**config.mk**
```make
export PLATFORM = sky130hd
export DESIGN_NAME = mdc_config_bank
export DESIGN_NICKNAME = d
export VERILOG_FILES = /design/src/core/mdc_pkg.sv /design/src/core/mdc_config_bank.sv
export SDC_FILE = /design/constraint.sdc
export NUM_CORES = 1
export LEC_CHECK = 0
export BUFFER_PORTS_ARGS = -buffer_cell sky130_fd_sc_hd__buf_2
export CAP_MARGIN = 0
export CELL_PAD_IN_SITES_DETAIL_PLACEMENT = 0
export CELL_PAD_IN_SITES_GLOBAL_PLACEMENT = 1
export CORE_ASPECT_RATIO = 0.9
export CORE_MARGIN = 2
export CORE_UTILIZATION = 41
export CTS_BUF_LIST = sky130_fd_sc_hd__clkbuf_8
export DETAILED_ROUTE_END_ITERATION = 10
export PLACE_DENSITY = 0.76
export REMOVE_ABC_BUFFERS = 1
export SETUP_SLACK_MARGIN = 0.1
export SLEW_MARGIN = 20
export SYNTH_ARGS = -nofsm -noshare
export SYNTH_HDL_FRONTEND = slang
export SYNTH_SLANG_ARGS = --single-unit
```
**constraint.sdc**
```tcl
create_clock -name core_clk_in -period 5.8 [get_ports core_clk_in]
set_input_delay 0.87 -clock core_clk_in [delete_from_list [all_inputs] [get_ports core_clk_in]]
set_output_delay 0.87 -clock core_clk_in [all_outputs]
set_load 0.02 [all_outputs]
```
**src/core/mdc_pkg.sv**
```systemverilog
// constants for the motor drive configuration register bank
package mdc_pkg;

  // ===========================================================
  // register map
  localparam logic [15:0] MDC_DRIVE_MODE_OFS   = 16'h0100;
  localparam logic [15:0] MDC_FALLBACK_OFS     = 16'h0101;
  localparam logic [15:0] MDC_PULSE_DEAD_OFS   = 16'h0102;
  localparam logic [15:0] MDC_CURRENT_MASK_OFS = 16'h0103;
  localparam logic [15:0] MDC_REVERSE_OFS      = 16'h0104;
  localparam logic [15:0] MDC_RECT_SHORT_OFS   = 16'h0105;
  localparam logic [15:0] MDC_LOCK_THERM_OFS   = 16'h0106;
  localparam logic [7:0]  MDC_REG_RESET        = 8'h00;
  localparam logic [7:0]  MDC_LOCK_THERM_MASK  = 8'h7F;

  // ===========================================================
  // field positions
  localparam int MDC_DIR_BIT      = 7;
  localparam int MDC_FREERUN_BIT  = 6;
  localparam int MDC_DIRECT_BIT   = 5;
  localparam int MDC_FREQ_BIT     = 4;
  localparam int MDC_REGV_BIT     = 3;
  localparam int MDC_REGON_BIT    = 2;
  localparam int MDC_LOOP_BIT     = 1;
  localparam int MDC_PINSEL_BIT   = 0;
  localparam int MDC_FULL_LSB     = 5;
  localparam int MDC_ZERO_LSB     = 2;
  localparam int MDC_FAST_BIT     = 1;
  localparam int MDC_POL_BIT      = 0;
  localparam int MDC_STABLE_BIT   = 7;
  localparam int MDC_SCALE_LSB    = 5;
  localparam int MDC_DEAD_LSB     = 0;
  localparam int MDC_HI_NIB_LSB   = 4;
  localparam int MDC_LO_NIB_LSB   = 0;
  localparam int MDC_SYNC_N_BIT   = 7;
  localparam int MDC_FAULT_BIT    = 6;
  localparam int MDC_SDELAY_LSB   = 4;
  localparam int MDC_SLEVEL_LSB   = 0;
  localparam int MDC_LOCK_LSB     = 3;
  localparam int MDC_THERM_LSB    = 1;
  localparam int MDC_DIETEMP_BIT  = 0;

  // ===========================================================
  // fallback codes
  localparam logic [2:0] MDC_FB_OFF  = 3'h0;
  localparam logic [2:0] MDC_FB_OFF7 = 3'h7;

  // ===========================================================
  // timing
  localparam int CLK_PERIOD_NS      = 25;
  localparam int STEP_NS            = 200;
  localparam int STEP_CYCLES        = (STEP_NS + CLK_PERIOD_NS - 1) / CLK_PERIOD_NS;
  localparam int SHORT_STEP_NS      = 3200;
  localparam int SHORT_STEP_CYCLES  = SHORT_STEP_NS / CLK_PERIOD_NS;
  localparam int DEAD_BASE_STEPS    = 32;
  localparam int REVERSE_BASE_STEPS = 16;
  localparam int RECT_OFF_UNIT      = 4;
  localparam int LOCK_RESTART_SHIFT = 3;
  localparam int FAST_START_MS      = 200;
  localparam int LOCK_STEP_MS       = 400;
  localparam int CLK_KHZ            = 1000000 / CLK_PERIOD_NS;
  localparam int FAST_START_CYCLES  = FAST_START_MS * CLK_KHZ;
  localparam int LOCK_STEP_CYCLES   = LOCK_STEP_MS * CLK_KHZ;

  // ===========================================================
  // state types
  typedef enum logic [1:0] {MDC_LR_IDLE, MDC_LR_COUNT, MDC_LR_LOCKED}
    mdc_lock_state_t;

endpackage

```
**src/core/mdc_config_bank.sv**
```systemverilog
// motor drive configuration register bank and the logic it steers
//
// Implementation choice: the plain strobed port.
`timescale 1ns/1ps
module mdc_config_bank
  import mdc_pkg::*;
#(
  parameter int FAST_CYCLES = FAST_START_CYCLES,
  parameter int LOCK_CYCLES = LOCK_STEP_CYCLES
) (
  input  wire logic        core_clk_in,              // 40 MHz clock
  input  wire logic        nrst_in,                  // sync reset, low
  input  wire logic [15:0] addr_in,                  // register address
  input  wire logic [7:0]  wdata_in,                 // write data
  input  wire logic        wr_in,                    // write strobe
  input  wire logic        rd_in,                    // read strobe
  output logic      [7:0]  rdata_out,                // read data
  input  wire logic        high_voltage_duty_pin_in, // duty pin, hv
  input  wire logic        low_voltage_duty_pin_in,  // duty pin, lv
  input  wire logic        enable_pin_in,            // drive enable pin
  input  wire logic        thermistor_trip_in,       // comparator pin
  input  wire logic [1:0]  observation_window_count_in, // window mode
  input  wire logic        duty_full_in,             // duty is 100%
  input  wire logic        duty_zero_in,             // duty is 0%
  input  wire logic        duty_valid_in,            // duty decoded
  input  wire logic        duty_fault_in,            // abnormal duty
  input  wire logic        bemf_detect_in,           // bemf event pulse
  input  wire logic        startup_active_in,        // in startup mode
  output logic             rotation_direction_out,   // 1 reverse
  output logic             free_run_start_select_out, // 1 open loop
  output logic             direct_duty_mode_out,     // 1 direct duty
  output logic             input_freq_range_out,     // 1 wide range
  output logic             regulator_voltage_select_out, // 1 high volt
  output logic             regulator_on_out,         // regulator on
  output logic             speed_loop_period_out,    // 1 per 120 deg
  output logic             duty_active_out,          // duty input level
  output logic             fallback_active_out,      // fallback in use
  output logic             fallback_off_out,         // fallback is off
  output logic      [2:0]  fallback_code_out,        // fallback code
  output logic             preset_duty_active_out,   // fast start
  output logic             stable_sampling_out,      // 120 deg sampling
  output logic             speed_pulse_out,          // speed pulse
  output logic      [8:0]  dead_time_cycles_out,     // dead time
  output logic      [7:0]  limit_blank_cycles_out,   // limit blanking
  output logic      [7:0]  overcurrent_blank_cycles_out, // oc persist
  output logic      [6:0]  rect_off_periods_out,     // in pulse periods
  output logic      [7:0]  reverse_blank_cycles_out, // reverse persist
  output logic             sync_rectification_out,   // complementary
  output logic             fault_indicator_out,      // duty fault report
  output logic      [9:0]  short_check_cycles_out,   // short check delay
  output logic      [3:0]  short_check_level_out,    // level code
  output logic      [1:0]  thermistor_threshold_out, // threshold code
  output logic             die_temp_level_select_out, // die temp level
  output logic             locked_rotor_out,         // locked flagged
  output logic             motor_off_out,            // power stage off
  output logic             external_thermal_error_out // thermal error
);

  // ===========================================================
  // parameter checks
  if (FAST_CYCLES < 1)
    $error("FAST_CYCLES must be at least one");
  if (LOCK_CYCLES < 1 || LOCK_CYCLES > 33554431)
    $error("LOCK_CYCLES out of range for 32-bit timers");

  // ===========================================================
  // registers
  logic [7:0] drive_mode_config;
  logic [7:0] fallback_level_config;
  logic [7:0] speed_pulse_deadtime_config;
  logic [7:0] current_mask_config;
  logic [7:0] reverse_current_config;
  logic [7:0] rectification_short_config;
  logic [7:0] lock_thermal_config;

  wire hit0 = (addr_in == MDC_DRIVE_MODE_OFS);
  wire hit1 = (addr_in == MDC_FALLBACK_OFS);
  wire hit2 = (addr_in == MDC_PULSE_DEAD_OFS);
  wire hit3 = (addr_in == MDC_CURRENT_MASK_OFS);
  wire hit4 = (addr_in == MDC_REVERSE_OFS);
  wire hit5 = (addr_in == MDC_RECT_SHORT_OFS);
  wire hit6 = (addr_in == MDC_LOCK_THERM_OFS);

  logic [7:0] next_rdata;
  always_comb begin
    if (!rd_in)
      next_rdata = MDC_REG_RESET;
    else if (hit0)
      next_rdata = drive_mode_config;
    else if (hit1)
      next_rdata = fallback_level_config;
    else if (hit2)
      next_rdata = speed_pulse_deadtime_config;
    else if (hit3)
      next_rdata = current_mask_config;
    else if (hit4)
      next_rdata = reverse_current_config;
    else if (hit5)
      next_rdata = rectification_short_config;
    else if (hit6)
      next_rdata = lock_thermal_config & MDC_LOCK_THERM_MASK;
    else
      next_rdata = MDC_REG_RESET;
  end

  always_ff @(posedge core_clk_in) begin
    if (!nrst_in) begin
      drive_mode_config           <= MDC_REG_RESET;
      fallback_level_config       <= MDC_REG_RESET;
      speed_pulse_deadtime_config <= MDC_REG_RESET;
      current_mask_config         <= MDC_REG_RESET;
      reverse_current_config      <= MDC_REG_RESET;
      rectification_short_config  <= MDC_REG_RESET;
      lock_thermal_config         <= MDC_REG_RESET;
      rdata_out                   <= MDC_REG_RESET;
    end else begin
      rdata_out <= next_rdata;
      if (wr_in && hit0) drive_mode_config <= wdata_in;
      if (wr_in && hit1) fallback_level_config <= wdata_in;
      if (wr_in && hit2) speed_pulse_deadtime_config <= wdata_in;
      if (wr_in && hit3) current_mask_config <= wdata_in;
      if (wr_in && hit4) reverse_current_config <= wdata_in;
      if (wr_in && hit5) rectification_short_config <= wdata_in;
      if (wr_in && hit6)
        lock_thermal_config <= wdata_in & MDC_LOCK_THERM_MASK;
    end
  end

  // ===========================================================
  // field views
  wire [2:0] full_code  = fallback_level_config[MDC_FULL_LSB +: 3];
  wire [2:0] zero_code  = fallback_level_config[MDC_ZERO_LSB +: 3];
  wire [1:0] scale_code = speed_pulse_deadtime_config[MDC_SCALE_LSB +: 2];
  wire [4:0] dead_code  = speed_pulse_deadtime_config[MDC_DEAD_LSB +: 5];
  wire [3:0] limit_code = current_mask_config[MDC_HI_NIB_LSB +: 4];
  wire [3:0] oc_code    = current_mask_config[MDC_LO_NIB_LSB +: 4];
  wire [3:0] roff_code  = reverse_current_config[MDC_HI_NIB_LSB +: 4];
  wire [3:0] rmask_code = reverse_current_config[MDC_LO_NIB_LSB +: 4];
  wire [1:0] sdly_code  = rectification_short_config[MDC_SDELAY_LSB +: 2];
  wire [3:0] lock_code  = lock_thermal_config[MDC_LOCK_LSB +: 4];

  // ===========================================================
  // pin synchronisers
  localparam int NPIN = 4;
  wire  [NPIN-1:0] pin_raw = {thermistor_trip_in, enable_pin_in,
                              low_voltage_duty_pin_in,
                              high_voltage_duty_pin_in};
  logic [NPIN-1:0] pin_meta;
  logic [NPIN-1:0] pin_sync;
  for (genvar i = 0; i < NPIN; i++) begin : g_sync
    always_ff @(posedge core_clk_in) begin
      if (!nrst_in) begin
        pin_meta[i] <= 1'b0;
        pin_sync[i] <= 1'b0;
      end else begin
        pin_meta[i] <= pin_raw[i];
        pin_sync[i] <= pin_meta[i];
      end
    end
  end
  wire hv_duty  = pin_sync[0];
  wire lv_duty  = pin_sync[1];
  wire en_level = pin_sync[2];
  wire th_trip  = pin_sync[3];

  // ===========================================================
  // duty input, fallback, derived timings
  wire pin_pick = drive_mode_config[MDC_PINSEL_BIT] ? lv_duty
                                                    : hv_duty;
  wire next_duty_active = pin_pick ^ fallback_level_config[MDC_POL_BIT];
  wire [2:0] fb_code    = duty_full_in ? full_code : zero_code;
  wire       fb_active  = duty_full_in | duty_zero_in;
  wire       fb_off     = (fb_code == MDC_FB_OFF) || (fb_code == MDC_FB_OFF7);
  wire [8:0] next_dead  = 9'((DEAD_BASE_STEPS - int'(dead_code))
                             * STEP_CYCLES);
  wire [7:0] next_limit = 8'((int'(limit_code) + 1) * STEP_CYCLES);
  wire [7:0] next_oc    = 8'((int'(oc_code) + 1) * STEP_CYCLES);
  wire [7:0] next_rmask = 8'((REVERSE_BASE_STEPS - int'(rmask_code))
                             * STEP_CYCLES);
  wire [6:0] next_roff  = 7'((int'(roff_code) + 1) * RECT_OFF_UNIT);
  wire [9:0] next_sdly  = 10'((int'(sdly_code) + 1) * SHORT_STEP_CYCLES);
  wire       next_stable = speed_pulse_deadtime_config[MDC_STABLE_BIT]
                           && (observation_window_count_in == 2'b00);
  wire       next_fault = duty_fault_in
                          && !rectification_short_config[MDC_FAULT_BIT];

  // ===========================================================
  // speed pulse scaling: period in bemf detections is 2, 4, 3, 6
  logic [2:0] sp_count;
  wire  [2:0] sp_period = (scale_code == 2'd0) ? 3'd2 :
                          (scale_code == 2'd1) ? 3'd4 :
                          (scale_code == 2'd2) ? 3'd3 : 3'd6;
  wire  [2:0] sp_half   = 3'((4'(sp_period) + 4'd1) >> 1);
  wire  [2:0] next_sp_count = (sp_count + 3'd1 >= sp_period) ? 3'd0
                                                            : sp_count + 3'd1;

  // ===========================================================
  // fast startup bridge
  logic        en_prev;
  logic [31:0] fast_count;
  wire         en_rise = en_level && !en_prev;
  wire         fast_run = (fast_count != 32'd0);

  // ===========================================================
  // locked rotor timer
  mdc_lock_state_t lr_state;
  logic [31:0]     lr_count;
  wire  [31:0] lr_detect  = 32'(LOCK_CYCLES) * (32'(lock_code) + 32'd1);
  wire  [31:0] lr_restart = lr_detect << LOCK_RESTART_SHIFT;

  always_ff @(posedge core_clk_in) begin
    if (!nrst_in) begin
      lr_state   <= MDC_LR_IDLE;
      lr_count   <= 32'd0;
      en_prev    <= 1'b0;
      fast_count <= 32'd0;
      sp_count   <= 3'd0;
    end else begin
      en_prev <= en_level;
      if (!en_level || !fallback_level_config[MDC_FAST_BIT] || duty_valid_in)
        fast_count <= 32'd0;
      else if (en_rise)
        fast_count <= 32'(FAST_CYCLES);
      else if (fast_run)
        fast_count <= fast_count - 32'd1;
      if (bemf_detect_in)
        sp_count <= next_sp_count;
      case (lr_state)
        MDC_LR_IDLE: begin
          lr_count <= 32'd0;
          if (startup_active_in && !bemf_detect_in)
            lr_state <= MDC_LR_COUNT;
        end
        MDC_LR_COUNT: begin
          if (bemf_detect_in || !startup_active_in) begin
            lr_state <= MDC_LR_IDLE;
            lr_count <= 32'd0;
          end else if (lr_count + 32'd1 >= lr_detect) begin
            lr_state <= MDC_LR_LOCKED;
            lr_count <= 32'd0;
          end else
            lr_count <= lr_count + 32'd1;
        end
        MDC_LR_LOCKED: begin
          if (lr_count + 32'd1 >= lr_restart) begin
            lr_state <= MDC_LR_IDLE;
            lr_count <= 32'd0;
          end else
            lr_count <= lr_count + 32'd1;
        end
        default: lr_state <= MDC_LR_IDLE;
      endcase
    end
  end

  // ===========================================================
  // registered outputs
  always_ff @(posedge core_clk_in) begin
    if (!nrst_in) begin
      rotation_direction_out       <= 1'b0;
      free_run_start_select_out    <= 1'b0;
      direct_duty_mode_out         <= 1'b0;
      input_freq_range_out         <= 1'b0;
      regulator_voltage_select_out <= 1'b0;
      regulator_on_out             <= 1'b0;
      speed_loop_period_out        <= 1'b0;
      duty_active_out              <= 1'b0;
      fallback_active_out          <= 1'b0;
      fallback_off_out             <= 1'b0;
      fallback_code_out            <= 3'd0;
      preset_duty_active_out       <= 1'b0;
      stable_sampling_out          <= 1'b0;
      speed_pulse_out              <= 1'b0;
      dead_time_cycles_out         <= 9'd0;
      limit_blank_cycles_out       <= 8'd0;
      overcurrent_blank_cycles_out <= 8'd0;
      rect_off_periods_out         <= 7'd0;
      reverse_blank_cycles_out     <= 8'd0;
      sync_rectification_out       <= 1'b0;
      fault_indicator_out          <= 1'b0;
      short_check_cycles_out       <= 10'd0;
      short_check_level_out        <= 4'd0;
      thermistor_threshold_out     <= 2'd0;
      die_temp_level_select_out    <= 1'b0;
      locked_rotor_out             <= 1'b0;
      motor_off_out                <= 1'b0;
      external_thermal_error_out   <= 1'b0;
    end else begin
      rotation_direction_out       <= drive_mode_config[MDC_DIR_BIT];
      free_run_start_select_out    <= drive_mode_config[MDC_FREERUN_BIT];
      direct_duty_mode_out         <= drive_mode_config[MDC_DIRECT_BIT];
      input_freq_range_out         <= drive_mode_config[MDC_FREQ_BIT];
      regulator_voltage_select_out <= drive_mode_config[MDC_REGV_BIT];
      regulator_on_out             <= drive_mode_config[MDC_REGON_BIT];
      speed_loop_period_out        <= drive_mode_config[MDC_LOOP_BIT];
      duty_active_out              <= next_duty_active;
      fallback_active_out          <= fb_active;
      fallback_off_out             <= fb_active && fb_off;
      fallback_code_out            <= fb_off ? MDC_FB_OFF : fb_code;
      preset_duty_active_out       <= fast_run;
      stable_sampling_out          <= next_stable;
      speed_pulse_out              <= (sp_count < sp_half);
      dead_time_cycles_out         <= next_dead;
      limit_blank_cycles_out       <= next_limit;
      overcurrent_blank_cycles_out <= next_oc;
      rect_off_periods_out         <= next_roff;
      reverse_blank_cycles_out     <= next_rmask;
      sync_rectification_out       <= !rectification_short_config[MDC_SYNC_N_BIT];
      fault_indicator_out          <= next_fault;
      short_check_cycles_out       <= next_sdly;
      short_check_level_out        <= rectification_short_config[MDC_SLEVEL_LSB +: 4];
      thermistor_threshold_out     <= lock_thermal_config[MDC_THERM_LSB +: 2];
      die_temp_level_select_out    <= lock_thermal_config[MDC_DIETEMP_BIT];
      locked_rotor_out             <= (lr_state == MDC_LR_LOCKED);
      motor_off_out                <= (lr_state == MDC_LR_LOCKED) || th_trip;
      external_thermal_error_out   <= th_trip;
    end
  end

endmodule

```
Yosys cells after proc, flatten, opt, wreduce, memory -nomap -nowiden
Index checks and enable logic that the tools add are counted.
- add/subtract/negate cells: 11
- multiply operators: 1
- $lt $le $gt $ge: 4
- equality and inequality tests: 15
- multiplexer cells: 24
- bitwise gates (word level): 3
- reductions and logical operators: 36
- operators with widths (operator ; number):
    $eq A16 B9 Y1 const B ; 7
    $mux W32 ; 3
    $pmux W32 S3 ; 1
    $mux W8 ; 6
    $mux W23 ; 2
    $add A32 B1 Y32 const B ; 1
    $ge A32 B29 Y1 ; 1
    $ge A32 B32 Y1 ; 1
    $reduce_bool A32 Y1 ; 1
    $sub A32 B1 Y32 const B ; 1
    $add A4 B1 Y5 const B ; 4
    $mul A14 B5 Y19 const A ; 1
    $mux W3 ; 5
    $logic_and A1 B1 Y1 ; 12
    $mux W2 ; 4
    $logic_not A1 Y1 ; 7
    $mux W7 ; 1
    $logic_not A2 Y1 ; 3
    $pmux W2 S3 ; 1
    $sub A6 B5 Y6 const A ; 1
    $logic_or A1 B1 Y1 ; 5
    $sub A5 B4 Y5 const A ; 1
    $add A3 B1 Y4 const B ; 1
    $eq A2 B1 Y1 const B ; 2
    other kinds (19) ; 22
- flip-flop bits (word level): 219
- word-level logic and storage cells: 150

Logic depth before layout (Yosys ltp)
Gate-level depths: netlist (run 1).
- depth in word-level cells: 8
- gate-level depth with buffers: 26
- mapped depth without buffers: 23

Worst setup path before layout (run 1)
No wires, ideal clock.
- kind: register -> register
- from: reg lock_thermal_config[3]
- to: reg lr_count[6]
- arrival: 5.475 ns
- required time: 5.726 ns
- setup slack: 0.250 ns
- stages on the path, launching flop included: 21
- period minus slack after synthesis: 5.550 ns
- cell sequence: dfxtp_1 ha_1 nand3_1 inv_1 ha_1 ha_1 fa_1 ha_1 nand4b_1 o311ai_0 xnor2_1 ha_1 and4_1 a221oi_1 nand4bb_1 o21ai_1 maj3_2 nor3_2 o41a_2 or4_1 a31oi_1
- cells in the longest elaborated chain, start to end: 6
- elaborated cells on any way between the ends: 8
- RTL lines (item ; line ; source):
    from (decl) ; mdc_config_bank.sv:74 ; logic [7:0] lock_thermal_config;
    from (signal assigned) ; mdc_config_bank.sv:125 ; lock_thermal_config <= wdata_in & MDC_LOCK_THERM_MASK;
    $add A4 B1 Y5 * ; mdc_config_bank.sv:208 ; wire [31:0] lr_detect = 32'(LOCK_CYCLES) * (32'(lock_code) + 32'd1);
    $mul A14 B5 Y19 * ; mdc_config_bank.sv:208 ;
    $ge A32 B29 Y1 ; mdc_config_bank.sv:238 ; end else if (lr_count + 32'd1 >= lr_detect) begin
    $mux W32 ; mdc_config_bank.sv:238 ;
    $mux W32 ; mdc_config_bank.sv:235 ; if (bemf_detect_in || !startup_active_in) begin
    $pmux W32 S3 * ; mdc_config_bank.sv:228 ; case (lr_state)
    to (signal assigned) ; mdc_config_bank.sv:242 ; lr_count <= lr_count + 32'd1;
    to (signal assigned) ; mdc_config_bank.sv:249 ; lr_count <= lr_count + 32'd1;
    to (decl) ; mdc_config_bank.sv:207 ; logic [31:0] lr_count;
Mark *: on every way between the ends. The rest lies on a longest branch, timed or not.
A chain may end at the register's enable or synchronous reset.

Worst setup path in the final report (run 1)
- from: reg lock_thermal_config[4]
- to: reg lr_count[6]
Same word-level chain as after synthesis.

==> results of run 1 <==
## state kept, by name (all words and copies together) (netlist names), 6 cells and up
register / count
fast_count: 32
lr_count: 32
current_mask_config: 8
drive_mode_config: 8
fallback_level_config: 8
rdata_out: 8
rectification_short_config: 8
reverse_current_config: 8
speed_pulse_deadtime_config: 8
lock_thermal_config: 7
dead_time_cycles_out: 6
## cell families after synthesis
kind of cell	count (synthesis)	synth area share, %
buf+inv	121	5.39
mux	14	1.42
flops	198	38.4
fa+ha+maj	93	11.7
compound gates	202	12.8
xor+xnor	79	6.71
other cells	1	0.0364
simple gates	472	23.5
## critical path, cell delays in order (launching register included)
cell and delay [ns]:
dfxtp_4 0.38, ha_2 0.19, xor2_1 0.14, buf_4 0.16, ha_1 0.27, ha_1 0.29
fa_1 0.46, ha_1 0.34, nand4b_1 0.14, o311ai_2 0.27, xnor2_1 0.18, ha_1 0.29
and4_1 0.24, a221oi_2 0.28, nand4bb_1 0.14, o21ai_1 0.16, maj3_2 0.22, nor3_2 0.06
o41a_4 0.52, or4_1 0.50, a31oi_1 0.16
## power by group
| group | switching, uW | internal, uW | leakage, uW |
|---|---|---|---|
| clock network | 635 | 360 | 0.000224 |
| registers | 4.33 | 1370 | 0.00160 |
| logic | 89.9 | 34.7 | 0.00299 |
## stage by stage
step / cells / util, % / total power, uW
2_1_floorplan: 1124 / - / 1460
3_3_place_gp: 1595 / 44.9 / 1530
3_5_place_dp: 1595 / 44.9 / 1530
5_1_grt: 1631 / 47.3 / 2580
4_1_cts: 1627 / 46.7 / 2520
6_report: 1631 / 47.3 / 2490
## worst max path at each step
| stage | from | to | slack [ns] | cells after the start |
|---|---|---|---|---|
| 2_1_floorplan | lock_thermal_config[3]$_SDFFE_PN0P_ | lr_count[23]$_SDFFE_PN0P_ | -2.04 | 20 |
| 3_3_place_gp | lock_thermal_config[4]$_SDFFE_PN0P_ | lr_count[6]$_SDFFE_PN0P_ | 0.14 | 20 |
| 3_5_place_dp | lock_thermal_config[4]$_SDFFE_PN0P_ | lr_count[6]$_SDFFE_PN0P_ | -0.007 | 20 |
| 4_1_cts | lock_thermal_config[4]$_SDFFE_PN0P_ | lr_count[6]$_SDFFE_PN0P_ | 0.15 | 22 |
| 5_1_grt | lock_thermal_config[4]$_SDFFE_PN0P_ | lr_count[6]$_SDFFE_PN0P_ | 0.07 | 20 |
| 6_report | lock_thermal_config[4]$_SDFFE_PN0P_ | lr_count[6]$_SDFFE_PN0P_ | 0.33 | 20 |
## synthesized netlist by cell type, drive strengths merged (18+ instances only)
cell,n,area (um2)
xnor2,46,403
buf,32,221
nor3,28,150
dfxtp,198,3960
a21oi,90,450
and2,47,294
nand4,20,146
xor2,33,289
nor2,90,338
nand3,85,425
inv,44,165
a31oi,18,113
clkbuf,44,165
ha,85,1060
nand2,117,439
## repair_timing
| action | 4_1_cts | 5_1_grt |
|---|---|---|
| gates cloned | 0 | 1 |
| resized for setup | 3 | 19 |
| setup endpoints to repair | 4 | 34 |
| hold buffers | 0 | 0 |
| pin swaps | 0 | 13 |
| buffers inserted | 0 | 3 |
## routing by layer
metal	GRT usage, %	routed length (um)
met2	29.9	11500
met1	29.5	13200
met5	0	0
met4	3.31	119
met3	3.94	1490
## cells in the final DEF, fill, tap and decap left out, types with 26 or more instances in the layout
master / count
nor3_1: 26
nand2_1: 117
dfxtp_1: 195
ha_1: 82
and2_1: 46
buf_2: 104
a21oi_1: 89
inv_1: 44
xor2_1: 33
nor2_1: 90
nand3_1: 84
xnor2_1: 46
buf_4: 27
## cell type report
type | count | area share, %
clock buffer | 17 | 1.98
timing repair buffer | 132 | 6.41
sequential | 198 | 33.7
multi-input combinational | 882 | 51.0
tap | 342 | 3.63
clock inverter | 15 | 1.89
inverter | 45 | 1.44
==> impl_metrics.toml, run 1 <==
[run_status]
status = "finished, final reports clean"

[timing]
hold_violations = 0
fin_tns_setup_ns = 0
setup_viol = 0
skew_ns = 0.0260
max_freq_ghz = 0.183
period_minus_slack_ns = 5.47
rsz0062_at_grt = "yes"
finalWorstSetupSlack_ns = 0.334
slew_headroom_pct = 40.4
fin_crit_sh_pct = 94.2
holdWs_ns = 0.437
worst_slew_pin_slew_ns = 0.891
finalMaxSlewViolations = 0

[clocking]
cts_sinks = 198
clockBufferDepth = 2
cts_tree = "built"
clk_root_buffer_cell = "clkbuf_8"
htree_levels = 4
clk-insertion-delay-late_ns = 0.49
numCtsBuffers = 17
clk_pin_slew_ns = 0.12

[synth]
syn_area_per_cell_um2 = 8.74
synth_edf_count = 0
yosysUniqueCellTypes = 77
ys_async_sr_fraction_pct = 0
syn_inst = 1180
synth_seq_area_share_pct = 38.4
synthesis.area_um2 = 10300
ys.flop_type = "dfxtp_1"
ys_ff_latch = 198
synth_warnings = 0

[drt]
vias = 8629
drc = 0
dr.pass1.iters = 5
vias_per_cell = 5.29
drt_iter0_drc = 710
avgRoutedWirePerCell_um = 16.1
wirelength_um = 26300
ant_nets = 0

[global_route]
antenna_found_initial = 0
grt_max_degree = 66
grtUsageTotal_pct = 19.8
grt.overflow.total = 0
grt_pass1_wl_um = 42200
grt_pass1_vias = 8004

[cells_and_area]
drive_gt1_share_pct = 15.7
fin_area_um2 = 11800
nFillCells = 2496
multiInputGateArea_um2 = 6010
num_antenna_cells = 0
nets = 1407
area_growth_pct = 14.4
regArea_um2 = 3970

[critical_path]
critPathMaxFanout = 6
worstSetupEndpointType = "flip-flop"
reg2reg_slack_ns = 0.33
path_class = "flip-flop to flip-flop"
rr_worst_depth = 20
reg2reg_from = "lock_thermal_config[4]$_SDFFE_PN0P_"
start_kind = "flip-flop"
worstPathRequired_ns = 6.18
arrival_ns = 5.85
reg2reg_to = "lr_count[6]$_SDFFE_PN0P_"

[place]
placed_area_um2 = 11200
pre_cts_ws_ns = -0.00684
port-buffer-count = 104
dp.final_hpwl_um = 18600
place.gp.congestion = 0.844

[floorplanning]
die_area_um2 = 26400
dieWidth_um = 171
rows = 55
pin_count = 126
die_y_um = 154
start_util_pct = 41.4
coreArea_um2 = 24900

[job]
maxCapViolCount = 0

[min_path]
min_from = "pin_meta[3]$_SDFF_PN0_"
holdPathStages = 1
hold_path.class = "flip-flop to flip-flop"
hold_end = "th_trip$_SDFF_PN0_"

[power]
ir_drop_v = 0.000128
powerDensity_nw_per_um2 = 211
leakagePower_uw = 0.00481
Power figures use the tool's default switching activity.
==> run 2: changes to the inputs <==
--- a/config.mk
+++ b/config.mk
@@ -5,16 +5,16 @@
 export SDC_FILE = /design/constraint.sdc
 export NUM_CORES = 1
 export LEC_CHECK = 0
-export BUFFER_PORTS_ARGS = -buffer_cell sky130_fd_sc_hd__buf_2
 export CAP_MARGIN = 0
-export CELL_PAD_IN_SITES_DETAIL_PLACEMENT = 0
-export CELL_PAD_IN_SITES_GLOBAL_PLACEMENT = 1
+export CELL_PAD_IN_SITES_DETAIL_PLACEMENT = 1
+export CELL_PAD_IN_SITES_GLOBAL_PLACEMENT = 2
 export CORE_ASPECT_RATIO = 0.9
 export CORE_MARGIN = 2
-export CORE_UTILIZATION = 41
+export CORE_UTILIZATION = 40
 export CTS_BUF_LIST = sky130_fd_sc_hd__clkbuf_8
 export DETAILED_ROUTE_END_ITERATION = 10
-export PLACE_DENSITY = 0.76
+export DONT_BUFFER_PORTS = 1
+export PLACE_DENSITY = 0.79
 export REMOVE_ABC_BUFFERS = 1
 export SETUP_SLACK_MARGIN = 0.1
 export SLEW_MARGIN = 20
==> constraint.sdc (replaced) <==
create_clock -name core_clk_in -period 5.63 [get_ports core_clk_in]
set_input_delay 0.8445 -clock core_clk_in [delete_from_list [all_inputs] [get_ports core_clk_in]]
set_output_delay 0.8445 -clock core_clk_in [all_outputs]
set_load 0.02 [all_outputs]
==> run 2 against run 1 <==
  * Clock skew fell by 0.0040 ns
  * Worst hold slack worse by 0.025 ns
  * Cell count is 5.5% lower
  * Fmax is 1.4% higher
  * Highest routed layer unchanged
  * Register-to-register slack worse by 0.09 ns
  * Clock-buffer cell count unchanged
  * Die area is 2.4% higher
  * Largest cell class unchanged
  * Core utilization down 1.7 points
==> impl_metrics.toml, run 2 (synthesis gave the netlist of run 1 again) <==
[critical_path]
arrival_ns = 5.77
reg2reg_to = "lr_count[30]$_SDFFE_PN0P_"
worstPathRequired_ns = 6.02
cp_num_buf_inv = 3
critPathMaxFanout = 8
cp.depth = 22
critPathMaxStageDelay_ns = 0.55
reg2reg_from = "lock_thermal_config[4]$_SDFFE_PN0P_"
rr_worst_depth = 22
startpoint = "lock_thermal_config[4]$_SDFFE_PN0P_"
worstSetupEndpointType = "flip-flop"
cpMaxStageDelayCell = "o41a_4"
reg2reg_slack_ns = 0.24
crit_chain = "ha_4, xor2_4, buf_6, ha_4, inv_2, fa_1, fa_1, inv_1, ha_4, a21o_1, a211oi_4, o21bai_1, and2_1, o21a_1, nor2_2, xnor2_2, ha_1, a21oi_2, nand3_2, o41a_4, or4_1, a31oi_1"
crit_path_end = "lr_count[30]$_SDFFE_PN0P_"
crit_family = "adder cells"
crit_top_cell = "ha_4"
path_class = "flip-flop to flip-flop"
start_kind = "flip-flop"

[timing]
hold_violations = 0
worst_slew_pin_slew_ns = 0.892
finalMaxSlewViolations = 0
slew_headroom_pct = 40.2
max_freq_ghz = 0.186
finalWorstSetupSlack_ns = 0.242
period_minus_slack_ns = 5.39
skew_ns = 0.0220
setup_viol = 0
fin_crit_sh_pct = 95.7

[cells_and_area]
layout.cells.non_filler = 1541
drive_gt1_share_pct = 11.0
nFillCells = 2950
regArea_um2 = 3970
layout_commonest_cell = "dfxtp_1"
final_cell_mix = "195 x dfxtp_1, 117 x nand2_1, 89 x nor2_1, 89 x a21oi_1, 82 x nand3_1"
num_antenna_cells = 0
area_growth_pct = 11.8
nets = 1317
reg_top3 = "fast_count (32), lr_count (32)"
multiInputGateArea_um2 = 6180

[drt]
dr.pass1.iters = 5
ant_nets = 0
drc = 0
vias_per_cell = 5.51
vias = 8495
wirelength_um = 29200
drt_iter0_drc = 578
avgRoutedWirePerCell_um = 18.9

[power]
p_comb_share_pct = 3.2
p_sw_uw = 690
ir_drop_v = 0.000182
clkPwrFrac_pct = 39.3
p_sw_share_pct = 27.9
powerDensity_nw_per_um2 = 215
p_int_uw = 1780
seq_power_share_pct = 57.6
leakagePower_uw = 0.00442

[place]
dp.cells = 1497
pre_cts_ws_ns = -0.231
place.gp.congestion = 0.805
port-buffer-count = 0
dp.final_hpwl_um = 20600

[floorplanning]
die_area_um2 = 27100
die_y_um = 156
rows = 55
pin_count = 126
coreArea_um2 = 25300
start_util_pct = 40.8
dieWidth_um = 173

[global_route]
grt_max_degree = 63
antenna_found_initial = 0
grtUsageTotal_pct = 21.0
grt.overflow.total = 0
grt_pass1_wl_um = 45900
grt_pass1_vias = 8382

[clocking]
clk_root_buffer_cell = "clkbuf_8"
cts_sinks = 198
clockBufferDepth = 2
numCtsBuffers = 17
clk-insertion-delay-late_ns = 0.49
htree_levels = 4
clk_pin_slew_ns = 0.13
cts_tree = "built"
cts_hold_buf = 0

[min_path]
hold_path.class = "primary input to flip-flop"

[run_status]
status = "finished, final reports clean"

[job]
maxCapViolCount = 0
## run 2: cell count changes in the layout (fill, tap and decap cells not counted), moves of 3 or more
cell / before / now
ha_1: 82 / 75
inv_12: 6 / 3
buf_4: 27 / 40
buf_2: 104 / 0
inv_2: 0 / 4
inv_1: 44 / 40
ha_4: 2 / 9
## run 2: metal layers
layer / vias to the layer above / GRT usage [%] / wire length [um]
met3: 16 / 3.67 / 1440
met1: 4128 / 30.4 / 14300
met5: - / 0 / 0
met4: 0 / 3.79 / 195
met2: 196 / 33.1 / 13200
li1: 4155 / - / -
## run 2: repair_timing
item,in CTS,in global routing
resized for setup,18,30
setup endpoints to repair,34,34
pin swaps,9,37
endpoints found under the hold margin,0,0
setup buffers,2,10
gates cloned,0,0
## run 2: worst min path at each step
stage | cells past startpoint | end | start
2_1_floorplan | 1 | sync_rectification_out$_SDFF_PN0_ | rectification_short_config[7]$_SDFFE_PN0P_
3_3_place_gp | 1 | th_trip$_SDFF_PN0_ | pin_meta[3]$_SDFF_PN0_
3_5_place_dp | 1 | lv_duty$_SDFF_PN0_ | pin_meta[1]$_SDFF_PN0_
4_1_cts | 1 | stable_sampling_out$_SDFF_PN0_ | observation_window_count_in[1]
5_1_grt | 1 | stable_sampling_out$_SDFF_PN0_ | observation_window_count_in[1]
6_report | 1 | stable_sampling_out$_SDFF_PN0_ | observation_window_count_in[1]
## run 2: worst register-to-register path: cells and delay by family (launching register included)
kind	cells	cell delay, ns
AO/OA/AOI/OAI	7	1.54
XOR/XNOR	2	0.41
adder cells (fa/ha/maj)	6	1.83
buffers and inverters	3	0.28
flip-flops	1	0.38
AND/OR/NAND/NOR	4	0.87
## run 2: layout make-up
class                   count  share of cell area, %
repair buffers             43                   2.97
multi-input cells         881                   53.6
flip-flops and latches    198                   34.4
clock buffers              17                   2.03
well taps                 342                   3.71
clock inverters            15                   1.75
inverters                  45                   1.48
## run 2: power groups by stage
stage / sequential (uW) / combinational [uW] / clock [uW]
final: 1420 / 78.6 / 971
after global routing: 1430 / 86.5 / 1060
after CTS: 1420 / 78.7 / 1000
after detailed placement: 1460 / 77.5 / 0
after global placement: 1460 / 76.5 / 0
after floorplan: 1450 / 54.6 / 0
## run 2: metrics by stage
| step | TNS (ns) | cell area, um2 | hold slack, ns | util, % | power, uW |
|---|---|---|---|---|---|
| floorplan | -67.15 | 10000 | 0.409 | - | 1510 |
| finish | 0 | 11500 | 0.411 | 45.6 | 2470 |
| detailed placement | -2.15 | 10700 | 0.426 | 42.4 | 1530 |
| CTS | 0 | 11200 | 0.384 | 44.5 | 2510 |
| global placement | -0.0582 | 10700 | 0.413 | 42.4 | 1530 |
| global route | -0.0885 | 11500 | 0.374 | 45.6 | 2570 |
==> run 3: changes to the inputs <==
==> constraint.sdc (replaced) <==
create_clock -name core_clk_in -period 5.63 [get_ports core_clk_in]
set_input_delay 0.563 -clock core_clk_in [delete_from_list [all_inputs] [get_ports core_clk_in]]
set_output_delay 0.563 -clock core_clk_in [all_outputs]
set_load 0.02 [all_outputs]
==> run 3 against run 2 <==
  * Cell count rose by 0.26%
  * Critical endpoint is now lr_count[25]$_SDFFE_PN0P_
  * Combinational power rose by 4.6%
  * Critical path depth fell by 3
  * Highest routed layer unchanged
  * Sequential share of layout area fell by 0.28 points
  * Routed wire length rose by 1.1%
  * Via count rose by 1.7%
  * Largest cell class unchanged
  * Worst hold slack got worse by 0.28 ns
  * First-iteration DRC count fell by 4.2%
==> impl_metrics.toml, run 3 (synthesis gave the netlist of run 1 again) <==
[timing]
max_freq_ghz = 0.186
fin_tns_setup_ns = 0
skew_ns = 0.0232
setup_viol = 0
period_minus_slack_ns = 5.37
rsz0062_at_grt = "no"
hold_violations = 0
finalMaxSlewViolations = 0
worst_slew_pin_slew_ns = 0.947
fin_crit_sh_pct = 95.4
slew_headroom_pct = 36.7

[critical_path]
path_class = "flip-flop to flip-flop"
worstSetupEndpointType = "flip-flop"
start_kind = "flip-flop"
rr_worst_depth = 19
worstPathRequired_ns = 6.04
reg2reg_to = "lr_count[25]$_SDFFE_PN0P_"
reg2reg_from = "lock_thermal_config[3]$_SDFFE_PN0P_"
reg2reg_slack_ns = 0.26
critPathMaxFanout = 8
arrival_ns = 5.78

[floorplanning]
pin_count = 126
dieWidth_um = 173
die_y_um = 156
die_area_um2 = 27100
start_util_pct = 40.8
coreArea_um2 = 25300
rows = 55

[clocking]
htree_levels = 4
clockBufferDepth = 2
cts_sinks = 198
clk_pin_slew_ns = 0.13
cts_hold_buf = 0
clk_root_buffer_cell = "clkbuf_8"
numCtsBuffers = 17
clk-insertion-delay-late_ns = 0.48
cts_tree = "built"

[drt]
vias_per_cell = 5.59
ant_nets = 0
wirelength_um = 29500
drt_iter0_drc = 554
vias = 8643
avgRoutedWirePerCell_um = 19.1
dr.pass1.iters = 7
drc = 0

[cells_and_area]
nets = 1321
final_cell_mix = "195 x dfxtp_1, 117 x nand2_1, 89 x nor2_1, 88 x a21oi_1, 83 x nand3_1"
layout_commonest_cell = "dfxtp_1"
area_growth_pct = 12.7
drive_gt1_share_pct = 11.9
layout.cells.non_filler = 1545
reg_top3 = "fast_count (32), lr_count (32)"
nFillCells = 2951
num_antenna_cells = 0

[min_path]
hold_end = "stable_sampling_out$_SDFF_PN0_"
hold_path.class = "primary input to flip-flop"
min_from = "observation_window_count_in[1]"
holdPathStages = 1

[place]
place.gp.congestion = 0.810
dp.cells = 1497
dp.final_hpwl_um = 20600
port-buffer-count = 0

[global_route]
grt.overflow.total = 0
grt_pass1_vias = 8450
grt_pass1_wl_um = 46000
antenna_found_initial = 0
grt_max_degree = 78
grtUsageTotal_pct = 21.1

[power]
ir_drop_v = 0.000155
powerDensity_nw_per_um2 = 218
leakagePower_uw = 0.00441

[run_status]
status = "finished, final reports clean"

[job]
maxCapViolCount = 0
[run 3: cell types whose count changed in the layout (fill, tap and decap cells not counted), moves of 2 or more]
cell / before / now
buf_4: 40 / 45
clkinv_4: 3 / 1
clkinv_8: 6 / 4
inv_8: 1 / 4
nand3_2: 3 / 1
o311ai_2: 0 / 2
or4_1: 6 / 4
or4_4: 0 / 2
[run 3: what timing repair did]
action,in CTS,in global routing
pin swaps,5,37
setup endpoints to repair,34,33
gates resized for setup,16,40
buffers inserted,4,12
[run 3: worst max-delay path, cell delays in order (launching register included)]
cell and delay, ns:
dfxtp_4 0.41, ha_4 0.18, xor2_4 0.28, ha_4 0.26, ha_4 0.26, fa_1 0.40, ha_1 0.30, nand4b_1 0.14
o311ai_2 0.32, xnor2_1 0.15, ha_1 0.34, and4_4 0.18, a221oi_4 0.30, nand4bb_1 0.15, o21ai_2 0.17, maj3_2 0.22
nor3_4 0.06, o41a_4 0.55, or4_4 0.53, mux2i_1 0.13
[run 3: how the worst max path moves through the flow]
stage | startpoint | slack (ns) | cells after the start | to
floorplan | lock_thermal_config[3]$_SDFFE_PN0P_ | -2.21 | 20 | lr_count[23]$_SDFFE_PN0P_
global placement | lock_thermal_config[3]$_SDFFE_PN0P_ | -0.03 | 19 | lr_count[6]$_SDFFE_PN0P_
detailed placement | lock_thermal_config[3]$_SDFFE_PN0P_ | -0.29 | 19 | lr_count[6]$_SDFFE_PN0P_
CTS | lock_thermal_config[4]$_SDFFE_PN0P_ | 0.10 | 22 | lr_count[6]$_SDFFE_PN0P_
global route | lock_thermal_config[3]$_SDFFE_PN0P_ | 0.06 | 19 | lr_count[25]$_SDFFE_PN0P_
finish | lock_thermal_config[3]$_SDFFE_PN0P_ | 0.26 | 19 | lr_count[25]$_SDFFE_PN0P_
[run 3: power breakdown]
group          leakage, uW  internal [uW]  switching (uW)
clock network     0.000223            398             630
logic              0.00259           22.3            59.9
registers          0.00160           1410            12.9
total              0.00441           1830             703
[run 3: through the flow]
step	total power, uW	hold WS [ns]	instance area [um2]	utilization (%)	setup slack [ns]
2_1_floorplan	1510	0.409	10000	-	-2.21
3_3_place_gp	1530	0.413	10700	42.4	-0.0314
3_5_place_dp	1530	0.420	10700	42.4	-0.288
4_1_cts	2560	0.0948	11300	44.6	0.101
5_1_grt	2620	0.0915	11600	46.0	0.0550
6_report	2530	0.132	11600	46.0	0.258
[run 3: layout make-up]
class / instances / area, um2 / share of cell area (%)
Multi-Input combinational cell: 881 / 6240 / 53.7
Sequential cell: 198 / 3970 / 34.2
Tap cell: 342 / 428 / 3.68
Timing Repair Buffer: 47 / 369 / 3.18
Clock buffer: 17 / 234 / 2.01
Clock inverter: 15 / 215 / 1.85
Inverter: 45 / 170 / 1.46
[run 3: metal layers]
| layer | track usage [%] | vias up | share of wire [%] |
|---|---|---|---|
| met5 | 0 | - | 0 |
| met4 | 3.63 | 0 | 0.75 |
| met3 | 3.67 | 13 | 3.9 |
| met2 | 33.8 | 177 | 46 |
| met1 | 30.0 | 4279 | 50 |
| li1 | - | 4174 | - |
